$ cat config.mk
export PLATFORM = sky130hd
export DESIGN_NAME = dsrb_bank
export DESIGN_NICKNAME = d
export VERILOG_FILES = /design/src/hdl/dsrb_pkg.sv /design/src/hdl/dsrb_bank.sv
export SDC_FILE = /design/constraint.sdc
export NUM_CORES = 1
export LEC_CHECK = 0
export CORE_UTILIZATION = 50
export DETAILED_ROUTE_END_ITERATION = 8
export DONT_BUFFER_PORTS = 1
export SYNTH_ARGS = -nofsm -noshare
export SYNTH_HDL_FRONTEND = slang
export SYNTH_SLANG_ARGS = --single-unit
$ cat constraint.sdc
create_clock -name clock -period 2.7 [get_ports clock]
set_clock_uncertainty 0.05 [all_clocks]
set_input_delay 0.135 -clock clock [delete_from_list [all_inputs] [get_ports clock]]
set_output_delay 0.135 -clock clock [all_outputs]
set_load 0.01 [all_outputs]
$ cat src/hdl/dsrb_pkg.sv
// package for the drive status readback bank: offsets, field layouts, types
package dsrb_pkg;

    // ------------------------------------------------------------------
    // register byte offsets
    // ------------------------------------------------------------------
    localparam logic [7:0] DSRB_OFF_FAULT = 8'h00;
    localparam logic [7:0] DSRB_OFF_WARN = 8'h04;
    localparam logic [7:0] DSRB_OFF_ANALOG = 8'h08;
    localparam logic [7:0] DSRB_OFF_INPUTS = 8'h0c;
    localparam logic [7:0] DSRB_OFF_ASSIGN = 8'h10;
    localparam logic [7:0] DSRB_OFF_IRQ_STAT = 8'h14;
    localparam logic [7:0] DSRB_OFF_IRQ_EN = 8'h18;
    localparam logic [7:0] DSRB_OFF_IRQ_CLR = 8'h1c;

    // ------------------------------------------------------------------
    // field layouts and reset values
    // ------------------------------------------------------------------
    localparam int DSRB_FAULT_BITS = 31;
    localparam int DSRB_FAULT_RSVD_POS = 31;
    localparam int DSRB_WARN_BITS = 6;
    localparam int DSRB_ANALOG_BITS = 14;
    localparam int DSRB_INPUT_BITS = 8;
    localparam int DSRB_IRQ_BITS = 4;
    localparam int DSRB_IRQ_FAULT_POS = 0;
    localparam int DSRB_IRQ_WARN_POS = 1;
    localparam int DSRB_IRQ_INPUT_POS = 2;
    localparam int DSRB_IRQ_CLEAR_POS = 3;
    localparam logic signed [15:0] DSRB_ANALOG_MAX = 16'sh1fff;
    localparam logic signed [15:0] DSRB_ANALOG_MIN = -16'sh2000;
    localparam logic [31:0] DSRB_RST_WORD = 32'h0000_0000;
    localparam logic [7:0] DSRB_RST_ASSIGN = 8'h00;
    localparam logic [3:0] DSRB_RST_IRQ = 4'h0;

    // raw condition of the drive as seen by the bank
    typedef struct packed {
        logic [30:0] faults;
        logic [5:0] warnings;
        logic signed [15:0] analog_raw;
        logic [7:0] inputs;
    } dsrb_drive_s;

    // apb request group
    typedef struct packed {
        logic psel;
        logic penable;
        logic pwrite;
        logic [7:0] paddr;
        logic [31:0] pwdata;
    } dsrb_apb_req_s;

endpackage : dsrb_pkg

$ cat src/hdl/dsrb_bank.sv
// drive status readback bank with apb slave and interrupt logic
`timescale 1ns/1ns

// Operation
// fault bit set while fault active
// fault bits 0-7 memory through secondary feedback
// fault bits 8-15 primary feedback through overspeed
// fault bits 16-23 overcurrent through module temperature
// fault bits 24-30 ground through hardware failure
// fault bit 31 reserved, reads zero
// warning bit set while warning active
// warning bits 0-3 temperature warnings
// warning bits 4-5 overtravel plus, minus
// analog count clamped to -8192..8191
// analog scale 8192 counts per 10 volts
// input n maps to bit n-1
// input word bits 8-31 undefined
// input bit one when on
// unassigned inputs read zero
// status words read-only, writes ignored
module dsrb_bank import dsrb_pkg::*; (
    input wire logic clock,
    input wire logic rstn,
    input wire dsrb_drive_s drive,
    input wire logic psel,
    input wire logic penable,
    input wire logic pwrite,
    input wire logic [7:0] paddr,
    input wire logic [31:0] pwdata,
    output logic [31:0] prdata,
    output logic pready,
    output logic pslverr,
    output logic irq
);

    // ------------------------------------------------------------------
    // status words
    // ------------------------------------------------------------------
    logic [31:0] fault_word;
    logic [31:0] warn_word;
    logic [31:0] analog_word;
    logic [31:0] input_word;
    logic [7:0] assign_mask;
    logic [3:0] irq_stat;
    logic [3:0] irq_en;
    logic signed [15:0] next_analog;
    dsrb_apb_req_s req;
    logic setup;
    logic wr_take;
    logic [3:0] irq_evt;
    logic [3:0] irq_clr;

    assign req = '{psel: psel, penable: penable, pwrite: pwrite, paddr: paddr,
                   pwdata: pwdata};
    // answer in the access cycle right after setup: one wait-free access
    assign setup = req.psel && !req.penable;
    assign wr_take = req.psel && req.penable && pready && req.pwrite;

    // clamp the converter count; the source already scales 8192 per 10 V
    always_comb begin
        if (drive.analog_raw > DSRB_ANALOG_MAX) begin
            next_analog = DSRB_ANALOG_MAX;
        end else if (drive.analog_raw < DSRB_ANALOG_MIN) begin
            next_analog = DSRB_ANALOG_MIN;
        end else begin
            next_analog = drive.analog_raw;
        end
    end

    // fault word tracks live faults; msb reserved, held at zero
    always_ff @(posedge clock or negedge rstn) begin
        if (!rstn) begin
            fault_word <= DSRB_RST_WORD;
        end else begin
            fault_word <= {1'b0, drive.faults}; // see see see see see
        end
    end

    // warning word tracks live warnings; upper bits zero
    always_ff @(posedge clock or negedge rstn) begin
        if (!rstn) begin
            warn_word <= DSRB_RST_WORD;
        end else begin
            warn_word <= {26'h0, drive.warnings}; // see see
        end
    end

    // analog word sign-extended to the bus width
    always_ff @(posedge clock or negedge rstn) begin
        if (!rstn) begin
            analog_word <= DSRB_RST_WORD;
        end else begin
            analog_word <= {{16{next_analog[15]}}, next_analog};
        end
    end

    // inputs gated by the host assignment; undefined bits read zero here
    always_ff @(posedge clock or negedge rstn) begin
        if (!rstn) begin
            input_word <= DSRB_RST_WORD;
        end else begin
            input_word <= {24'h0, drive.inputs & assign_mask}; // see see see
        end
    end

    // ------------------------------------------------------------------
    // writable control: input assignment and interrupt enable
    // ------------------------------------------------------------------
    // status word offsets have no write path, so writes to them vanish
    always_ff @(posedge clock or negedge rstn) begin
        if (!rstn) begin
            assign_mask <= DSRB_RST_ASSIGN;
            irq_en <= DSRB_RST_IRQ;
        end else if (wr_take) begin
            if (req.paddr == DSRB_OFF_ASSIGN) begin
                assign_mask <= req.pwdata[7:0];
            end
            if (req.paddr == DSRB_OFF_IRQ_EN) begin
                irq_en <= req.pwdata[3:0];
            end
        end
    end

    // ------------------------------------------------------------------
    // interrupts: sticky on any change of the fault, warning or input word
    // ------------------------------------------------------------------
    assign irq_evt[DSRB_IRQ_FAULT_POS] = ({1'b0, drive.faults} != fault_word);
    assign irq_evt[DSRB_IRQ_WARN_POS] = ({26'h0, drive.warnings} != warn_word);
    assign irq_evt[DSRB_IRQ_INPUT_POS] =
        ({24'h0, drive.inputs & assign_mask} != input_word);
    assign irq_evt[DSRB_IRQ_CLEAR_POS] = 1'b0;
    assign irq_clr = (wr_take && req.paddr == DSRB_OFF_IRQ_CLR) ? req.pwdata[3:0] : 4'h0;

    // set beats clear so a change during the clear write is kept
    always_ff @(posedge clock or negedge rstn) begin
        if (!rstn) begin
            irq_stat <= DSRB_RST_IRQ;
        end else begin
            irq_stat <= (irq_stat & ~irq_clr) | irq_evt;
        end
    end

    // level interrupt from a flop
    always_ff @(posedge clock or negedge rstn) begin
        if (!rstn) begin
            irq <= 1'b0;
        end else begin
            irq <= |(((irq_stat & ~irq_clr) | irq_evt) & irq_en);
        end
    end

    // ------------------------------------------------------------------
    // apb answer: read data latched at setup, ready in the access cycle
    // ------------------------------------------------------------------
    always_ff @(posedge clock or negedge rstn) begin
        if (!rstn) begin
            prdata <= DSRB_RST_WORD;
            pready <= 1'b0;
            pslverr <= 1'b0;
        end else if (setup) begin
            pready <= 1'b1;
            pslverr <= 1'b0;
            prdata <= DSRB_RST_WORD;
            unique case (req.paddr)
                DSRB_OFF_FAULT: prdata <= fault_word;
                DSRB_OFF_WARN: prdata <= warn_word;
                DSRB_OFF_ANALOG: prdata <= analog_word;
                DSRB_OFF_INPUTS: prdata <= input_word;
                DSRB_OFF_ASSIGN: prdata <= {24'h0, assign_mask};
                DSRB_OFF_IRQ_STAT: prdata <= {28'h0, irq_stat};
                DSRB_OFF_IRQ_EN: prdata <= {28'h0, irq_en};
                DSRB_OFF_IRQ_CLR: prdata <= DSRB_RST_WORD;
                default: pslverr <= 1'b1;
            endcase
        end else begin
            pready <= 1'b0;
            pslverr <= 1'b0;
        end
    end

    // ------------------------------------------------------------------
    // assertions
    // ------------------------------------------------------------------
    property p_fault_track;
        @(posedge clock) disable iff (!rstn)
        fault_word[30:0] == $past(drive.faults);
    endproperty
    a_fault_track: assert property (p_fault_track) else $error("fault word lags");

    property p_fault_rsvd;
        @(posedge clock) disable iff (!rstn) fault_word[DSRB_FAULT_RSVD_POS] == 1'b0;
    endproperty
    a_fault_rsvd: assert property (p_fault_rsvd) else $error("reserved fault bit set");

    property p_warn_track;
        @(posedge clock) disable iff (!rstn)
        warn_word == {26'h0, $past(drive.warnings)};
    endproperty
    a_warn_track: assert property (p_warn_track) else $error("warning word wrong");

    property p_analog_range;
        @(posedge clock) disable iff (!rstn)
        $signed(analog_word) <= 32'sd8191 && $signed(analog_word) >= -32'sd8192;
    endproperty
    a_analog_range: assert property (p_analog_range) else $error("analog out of range");

    property p_analog_pass;
        @(posedge clock) disable iff (!rstn)
        ($signed(drive.analog_raw) == 16'sd4096) |=> analog_word == 32'h0000_1000;
    endproperty
    a_analog_pass: assert property (p_analog_pass) else $error("analog scale wrong");

    property p_input_gate;
        @(posedge clock) disable iff (!rstn)
        (input_word[7:0] & ~$past(assign_mask)) == 8'h00 && input_word[31:8] == 24'h0;
    endproperty
    a_input_gate: assert property (p_input_gate) else $error("unassigned input read one");

    property p_input_on;
        @(posedge clock) disable iff (!rstn)
        input_word[7:0] == ($past(drive.inputs) & $past(assign_mask));
    endproperty
    a_input_on: assert property (p_input_on) else $error("input bit mismatch");

    property p_ro_write;
        @(posedge clock) disable iff (!rstn)
        (wr_take && req.paddr == DSRB_OFF_FAULT) |=> fault_word[30:0] == $past(drive.faults);
    endproperty
    a_ro_write: assert property (p_ro_write) else $error("write reached fault word");

    property p_ready_one;
        @(posedge clock) disable iff (!rstn) setup |=> pready ##1 !pready;
    endproperty
    a_ready_one: assert property (p_ready_one) else $error("ready timing wrong");

    // ------------------------------------------------------------------
    // assertions: bit layout of the status words
    // ------------------------------------------------------------------
    // one property per fault group, so a failure names the group at once
    property p_flt_a;
        @(posedge clock) disable iff (!rstn)
        fault_word[7:0] == $past(drive.faults[7:0]);
    endproperty
    a_flt_a: assert property (p_flt_a) else $error("fault bits 0-7 wrong");

    property p_flt_b;
        @(posedge clock) disable iff (!rstn)
        fault_word[15:8] == $past(drive.faults[15:8]);
    endproperty
    a_flt_b: assert property (p_flt_b) else $error("fault bits 8-15 wrong");

    property p_flt_c;
        @(posedge clock) disable iff (!rstn)
        fault_word[23:16] == $past(drive.faults[23:16]);
    endproperty
    a_flt_c: assert property (p_flt_c) else $error("fault bits 16-23 wrong");

    property p_flt_d;
        @(posedge clock) disable iff (!rstn)
        fault_word[30:24] == $past(drive.faults[30:24]);
    endproperty
    a_flt_d: assert property (p_flt_d) else $error("fault bits 24-30 wrong");

    // warnings: temperature group, overtravel pair, idle upper bits
    property p_warn_temp;
        @(posedge clock) disable iff (!rstn)
        warn_word[3:0] == $past(drive.warnings[3:0]);
    endproperty
    a_warn_temp: assert property (p_warn_temp) else $error("temperature warning wrong");

    property p_warn_trav;
        @(posedge clock) disable iff (!rstn)
        warn_word[5:4] == $past(drive.warnings[5:4]);
    endproperty
    a_warn_trav: assert property (p_warn_trav) else $error("overtravel warning wrong");

    property p_warn_upper;
        @(posedge clock) disable iff (!rstn) warn_word[31:6] == 26'h0;
    endproperty
    a_warn_upper: assert property (p_warn_upper) else $error("unused warning bit set");

    // clamp ends are checked by value; a wrapped count would land far outside
    property p_ana_sign;
        @(posedge clock) disable iff (!rstn)
        analog_word[31:16] == {16{analog_word[15]}};
    endproperty
    a_ana_sign: assert property (p_ana_sign) else $error("analog sign extension wrong");

    property p_ana_hi;
        @(posedge clock) disable iff (!rstn)
        (drive.analog_raw > DSRB_ANALOG_MAX) |=> analog_word == 32'(DSRB_ANALOG_MAX);
    endproperty
    a_ana_hi: assert property (p_ana_hi) else $error("analog upper clamp wrong");

    property p_ana_lo;
        @(posedge clock) disable iff (!rstn)
        (drive.analog_raw < DSRB_ANALOG_MIN) |=> analog_word == 32'(DSRB_ANALOG_MIN);
    endproperty
    a_ana_lo: assert property (p_ana_lo) else $error("analog lower clamp wrong");

    property p_ana_zero;
        @(posedge clock) disable iff (!rstn)
        (drive.analog_raw == 16'sd0) |=> analog_word == 32'h0000_0000;
    endproperty
    a_ana_zero: assert property (p_ana_zero) else $error("zero volts not zero counts");

    // an input that is off must never read as on, whatever the mask says
    property p_in_off;
        @(posedge clock) disable iff (!rstn)
        (input_word[7:0] & ~$past(drive.inputs)) == 8'h00;
    endproperty
    a_in_off: assert property (p_in_off) else $error("off input read as on");

    // ------------------------------------------------------------------
    // assertions: write protection and bus answers
    // ------------------------------------------------------------------
    // a write to a status offset must leave the word tracking the drive
    property p_ro_warn;
        @(posedge clock) disable iff (!rstn)
        (wr_take && req.paddr == DSRB_OFF_WARN) |=> warn_word == {26'h0, $past(drive.warnings)};
    endproperty
    a_ro_warn: assert property (p_ro_warn) else $error("write reached warning word");

    property p_ro_ana;
        @(posedge clock) disable iff (!rstn)
        (wr_take && req.paddr == DSRB_OFF_ANALOG) |=> analog_word[15:0] == $past(next_analog);
    endproperty
    a_ro_ana: assert property (p_ro_ana) else $error("write reached analog word");

    property p_ro_in;
        @(posedge clock) disable iff (!rstn)
        (wr_take && req.paddr == DSRB_OFF_INPUTS) |=>
            input_word[7:0] == ($past(drive.inputs) & $past(assign_mask));
    endproperty
    a_ro_in: assert property (p_ro_in) else $error("write reached input word");

    property p_mask_wr;
        @(posedge clock) disable iff (!rstn)
        (wr_take && req.paddr == DSRB_OFF_ASSIGN) |=> assign_mask == $past(pwdata[7:0]);
    endproperty
    a_mask_wr: assert property (p_mask_wr) else $error("assignment write lost");

    // unmapped offsets answer with an error and an all-zero word
    property p_unmapped;
        @(posedge clock) disable iff (!rstn)
        (setup && (req.paddr > DSRB_OFF_IRQ_CLR || req.paddr[1:0] != 2'b00)) |=>
            pslverr && prdata == 32'h0000_0000;
    endproperty
    a_unmapped: assert property (p_unmapped) else $error("unmapped offset not refused");

    property p_clr_read;
        @(posedge clock) disable iff (!rstn)
        (setup && !req.pwrite && req.paddr == DSRB_OFF_IRQ_CLR) |=> prdata == 32'h0000_0000;
    endproperty
    a_clr_read: assert property (p_clr_read) else $error("clear register read not zero");

    // ------------------------------------------------------------------
    // assertions: interrupt status and line
    // ------------------------------------------------------------------
    // the line comes from a flop fed with the next status, so it moves with the status on the same edge
    property p_irq_level;
        @(posedge clock) disable iff (!rstn)
        irq == |(irq_stat & $past(irq_en));
    endproperty
    a_irq_level: assert property (p_irq_level) else $error("interrupt line wrong");

    property p_irq_sticky;
        @(posedge clock) disable iff (!rstn)
        (($past(irq_stat) & ~$past(irq_clr)) & ~irq_stat) == 4'h0;
    endproperty
    a_irq_sticky: assert property (p_irq_sticky) else $error("status bit dropped");

    property p_irq_set;
        @(posedge clock) disable iff (!rstn)
        (irq_evt != 4'h0) |=> (irq_stat & $past(irq_evt)) == $past(irq_evt);
    endproperty
    a_irq_set: assert property (p_irq_set) else $error("event lost to clear");

    property p_irq_spare;
        @(posedge clock) disable iff (!rstn) irq_stat[DSRB_IRQ_CLEAR_POS] == 1'b0;
    endproperty
    a_irq_spare: assert property (p_irq_spare) else $error("spare status bit set");

    c_fault_read: cover property (@(posedge clock) disable iff (!rstn)
        setup && !req.pwrite && req.paddr == DSRB_OFF_FAULT ##1 prdata != 32'h0);
    c_irq: cover property (@(posedge clock) disable iff (!rstn) $rose(irq));
    c_clamp: cover property (@(posedge clock) disable iff (!rstn)
        drive.analog_raw > DSRB_ANALOG_MAX);
    c_bad_addr: cover property (@(posedge clock) disable iff (!rstn) pslverr);

endmodule : dsrb_bank

== After elaboration in Yosys (flattened, before gate mapping) ==
Cells that the tools add are included.
Operators by class
  order comparisons: 2
  bitwise gates (word level): 5
  reductions and logical operators: 11
  equal/unequal tests: 10
  muxes and demuxes: 7
Operators with widths (count)
  $pmux 32 s7: 1
  $eq 8x5->1 const B: 4
  $mux 16: 2
  $ne 31x31->1: 1
  $eq 8x4->1 const B: 2
  $gt 16x14->1 const B: 1
  $lt 16x14->1 const B: 1
  $and 4x4->4: 2
  $and 8x8->8: 1
  $eq 8x3->1 const B: 1
  $logic_not 8->1: 1
  $ne 8x8->1: 1
  $reduce_or 8->1: 1
  $ne 6x6->1: 1
  $logic_and 1x1->1: 5
  $mux 4: 1
  $not 4->4: 1
  $or 4x3->4: 1
  $reduce_and 2->1: 2
  $reduce_or 4->1: 1
  $mux 1: 3
  $logic_not 1->1: 1
Word-level totals
  input bits: 106
  output and inout bits: 35
  logic and storage cells: 46
  flip-flop bits (word level): 112

== Depth between registers and ports, before layout ==
  word-level depth: 10
  gate-level depth with buffers: 8
  gate-level depth less buffers: 5

== Worst setup path before layout ==
Ideal clock, no wire load.
  path kind: input -> register
  from: input paddr[7]
  to: register prdata[15]
  path buffers: 2
  required time: 2.586 ns
  slack: 0.887 ns
  data arrival time: 1.698 ns
  stages on the path: 7
  cell sequence: or3_4 -> or3_4 -> nor3_4 -> and2_1 -> buf_6 -> buf_8 -> a221o_2
Between the ends
  word-level cells in the longest chain between the ends: 2
RTL lines
  start, declared: RTL line dsrb_bank.sv:28  | input wire logic [7:0] paddr,
  $eq 8x5->1, or another cell as far along: RTL line dsrb_bank.sv:164  | unique case (req.paddr)
  $pmux 32 s7 *: RTL line dsrb_bank.sv:164
  end signal, assigned: RTL line dsrb_bank.sv:165  | DSRB_OFF_FAULT: prdata <= fault_word;
  end signal, assigned: RTL line dsrb_bank.sv:166  | DSRB_OFF_WARN: prdata <= warn_word;
  end signal, assigned: RTL line dsrb_bank.sv:167  | DSRB_OFF_ANALOG: prdata <= analog_word;
  end, declared: RTL line dsrb_bank.sv:30  | output logic [31:0] prdata,
Mark *: on every way between the ends. The rest lies on a longest branch, timed or not.
A chain may end at the register's enable or synchronous reset.

== Final worst setup path ==
  from: register pready
  to: register assign_mask[3]
Between the ends
  word-level cells in the longest chain between the ends: 3
RTL lines
  start, declared: RTL line dsrb_bank.sv:31  | output logic pready,
  start signal, assigned: RTL line dsrb_bank.sv:158  | pready <= 1'b0;
  start signal, assigned: RTL line dsrb_bank.sv:161  | pready <= 1'b1;
  start signal, assigned: RTL line dsrb_bank.sv:176  | pready <= 1'b0;
  $logic_and 1x1->1 (2 in a row): RTL line dsrb_bank.sv:57  | assign wr_take = req.psel && req.penable && pready && req.pwrite;
  $reduce_and 2->1 (no source line)
  end signal, assigned: RTL line dsrb_bank.sv:116  | assign_mask <= req.pwdata[7:0];
  end, declared: RTL line dsrb_bank.sv:43  | logic [7:0] assign_mask;
Every way passes these cells.

==> summary.md <==
| Metric | Value |
|---|---|
| Residual DRC | `0` |
| Inserted Diodes | `0` |
| MaxCap Viol Count | `0` |
| Drt wl/cell | `20.3 µm` |
| Synth Area in Compound Gates | `14.2%` |
| FF/Latch Area | `2800 µm²` |
| Clock root cell | `clkbuf_8` |
| Synth warn | `0` |
| # fillers | `723` |
| Netlist Area Pre-Place | `4700 µm²` |
| Largest family of logic cells by synthesized area | `compound AO/OA/AOI/OAI gates` |
| Final worst path period share | `78.8%` |
| P per Cell Area | `546 nW/µm²` |
| Synthesized flop and latch total | `112` |
| Placed cell areas | `4780 µm²` |
| CP Class | `flop to flop` |
| Worst-case clock buffer depth | `2` |
| Final Hold Vio Count | `112` |
| Hold slack | `-0.595 ns` |
| Async SR Flop Fraction | `100%` |
| Reg2reg setup slack | `0.57 ns` |
| R2r endpoint | `assign_mask[3]$_DFFE_PN0P_` |
| Slew @ Worst Pin | `1.06 ns` |
| Clk pin slew, worst setup/hold paths | `0.11 ns` |
| Post-synth top flop | `dfrtp_1` |
| # setup viols final | `0` |
| Layout Area Growth over Synthesis | `21.5%` |
| Overflow after GRT | `0` |
| Hold WC Path Type | `input pin to asynchronous set/reset pin` |
| CP peak stage delay | `0.79 ns` |
| P_leak | `0.00252 µW` |
| Die H | `98.9 µm` |
| Number of library cell types mapped by synthesis | `53` |
| Routed via count | `3189` |
| Synth Net Count | `482` |
| Most frequent cells in the layout | `dfrtp_1 (112), dlygate4sd3_1 (70), xor2_1 (35)` |
| Dominant cells by area after synthesis | `dfrtp_1 (60%), xor2_1 (6.5%), a221o_2 (3.8%), mux2_2 (2.6%), o21ai_0 (2.5%)` |
| Area occupied by multi-input gates | `1740 µm²` |
| Mapped Avg Cell Area | `12.5 µm²` |
| Register area share after synthesis | `59.7%` |
| CP Max Fanout | `8` |
| TritonRoute pass-1 iters | `4` |
| Final nets | `550` |
| Initial cell density of the core | `51.3%` |
| Post-Synth Simple-Gate Area | `11.1%` |
| Cts hold-fix bufs | `70` |
| Cells after Synth | `375` |
| Final Instance Area | `5710 µm²` |
| Buf/Inv on CP | `0` |
| Setup crit start kind | `flop` |
| Slowest CP cell | `nor4_4` |
| Floorplan row count | `35` |
| Num CTS Buffers | `9` |
| Utilization after layout | `62.4%` |
| Die Wd | `98.9 µm` |
| RD Place Congestion | `0.960` |
| Max transition margin | `28.7%` |
| Post-DRT Antenna Nets | `0` |
| XOR/XNOR Fraction of Synth Area | `8.39%` |
| Die footprint | `9790 µm²` |
| Tmin final | `2.13 ns` |
| Clock Sinks | `112` |
| Post-synthesis mux area share | `3.06%` |
| Slew Limit Fails | `0` |
| Share of the synthesized area in the top cell type | `59.7%` |
| Worst reg2reg startpoint | `pready$_DFF_PN0_` |
| RSZ-0062 raised after global routing | `false` |
| Adder-Cell Fraction of Synth Area | `0.266%` |
| Most common cell after layout, fill and taps aside | `dfrtp_1` |
| Io pins | `141` |
| Crit-path cells | `nand4_1 -> nor4_4 -> mux2_2` |
| GRT Total Usage | `24.7%` |
| Clock latency on the worst-skew pair | `0.36 ns` |
| H-tree lvl count | `3` |
| Crit path DAT | `2.34 ns` |
| Crit-path leading delay family | `simple AND/OR/NAND/NOR gates` |
| Worst Reg-to-Reg Cells | `3` |
| Critical Path Sink Type | `flop` |
| Layout cells sized above 1 | `13.6%` |
| Port Buffer Count | `0` |
| Largest net degree at the start of global routing | `113` |
| WL final | `11.3 mm` |
| Peak VDD IR | `292 µV` |
| Initial antenna violation count | `0` |
| CTS tree | `built` |
| Fmax | `470 MHz` |
| Global-route wire length before repair | `18.0 mm` |
| Failing checks | `hold timing` |
| Setup TNS | `0 ns` |
| Req. time, crit path | `2.91 ns` |
| Core box area | `9150 µm²` |
| Number of global-route vias before repair | `3333` |
| DRT iter0 DRCs | `189` |
| Hpwl dp | `7.60 mm` |
| Status | `finished, violations left` |
| DR vias/cell | `5.70` |
| Leading area contributor after synthesis | `dfrtp_1` |
| Post-synth EDFFs | `0` |
worst max-delay path by stage:
stage	from	to	slack (ns)	cells after the start
after global placement	paddr[7]	assign_mask[3]$_DFFE_PN0P_	0.61	3
after global routing	pready$_DFF_PN0_	irq$_DFF_PN0_	0.52	5
after floorplan	paddr[7]	prdata[15]$_DFFE_PN0P_	0.89	7
after detailed placement	paddr[7]	irq_en[2]$_DFFE_PN0P_	0.60	3
final	pready$_DFF_PN0_	assign_mask[3]$_DFFE_PN0P_	0.57	3
after CTS	pready$_DFF_PN0_	assign_mask[3]$_DFFE_PN0P_	0.63	3
flip-flops by register name (all words and copies together) (netlist names):
register / flops
prdata: 32
input_word: 8
irq: 1
irq_stat: 4
pslverr: 1
irq_en: 4
pready: 1
analog_word: 16
assign_mask: 8
warn_word: 6
fault_word: 31
what timing repair did:
action | in CTS | in global routing
setup buffers | 0 | 0
endpoints found under the hold margin | 196 | 112
gates resized for setup | 0 | 0
area by class of cell:
class | instances | area share [%]
tap | 111 | 2.43
clock inverter | 6 | 1.58
inverter | 17 | 1.12
multi-input combinational | 228 | 30.5
timing repair buffer | 75 | 12.9
clock buffer | 10 | 2.41
sequential | 112 | 49.1
report_power, final:
part / switching [µW] / total (µW) / leakage [µW] / internal, µW
Sequential: 38.0 / 1770 / 0.00142 / 1740
Combinational: 90.4 / 217 / 0.000991 / 126
Clock: 573 / 1130 / 0.000113 / 552
Total: 702 / 3120 / 0.00252 / 2410
stage by stage:
stage / std cells / power (µW) / setup WS [ns]
global route: 559 / 3230 / 0.519
detailed placement: 473 / 1940 / 0.603
finish: 559 / 3120 / 0.571
floorplan: 375 / 1900 / 0.887
global placement: 473 / 1930 / 0.606
CTS: 559 / 3140 / 0.625
cells in the mapped netlist (all sizes together), types with 2 or more instances:
| cell | n |
|---|---|
| a221o | 16 |
| xor2 | 35 |
| mux2i | 2 |
| o21ai | 25 |
| mux2 | 11 |
| a211o | 2 |
| inv | 17 |
| a211oi | 2 |
| and2 | 9 |
| nand4 | 6 |
| dfrtp | 112 |
| xnor2 | 10 |
| buf | 7 |
| a21boi | 2 |
| a21oi | 4 |
| clkbuf | 11 |
| nand2 | 26 |
| or3 | 4 |
| a22oi | 11 |
| nor2b | 3 |
| a32o | 4 |
| a221oi | 3 |
| nor4 | 10 |
| nor4b | 2 |
| a222oi | 3 |
| o21a | 3 |
| a22o | 2 |
| nor3 | 9 |
| nor2 | 6 |
| nand3 | 3 |
logic make-up after synthesis:
family | count (synthesis)
flops | 112
compound gates | 85
simple gates | 84
xor+xnor | 45
buf+inv | 35
mux | 13
fa+ha+maj | 1
per-layer routing:
metal / routed length [µm] / track usage (%)
met1: 5240 / 36.0
met2: 5170 / 37.0
met3: 778 / 5.89
met4: 129 / 7.00
met5: 0 / 0
Note: power is estimated with default switching activity, not from simulation.
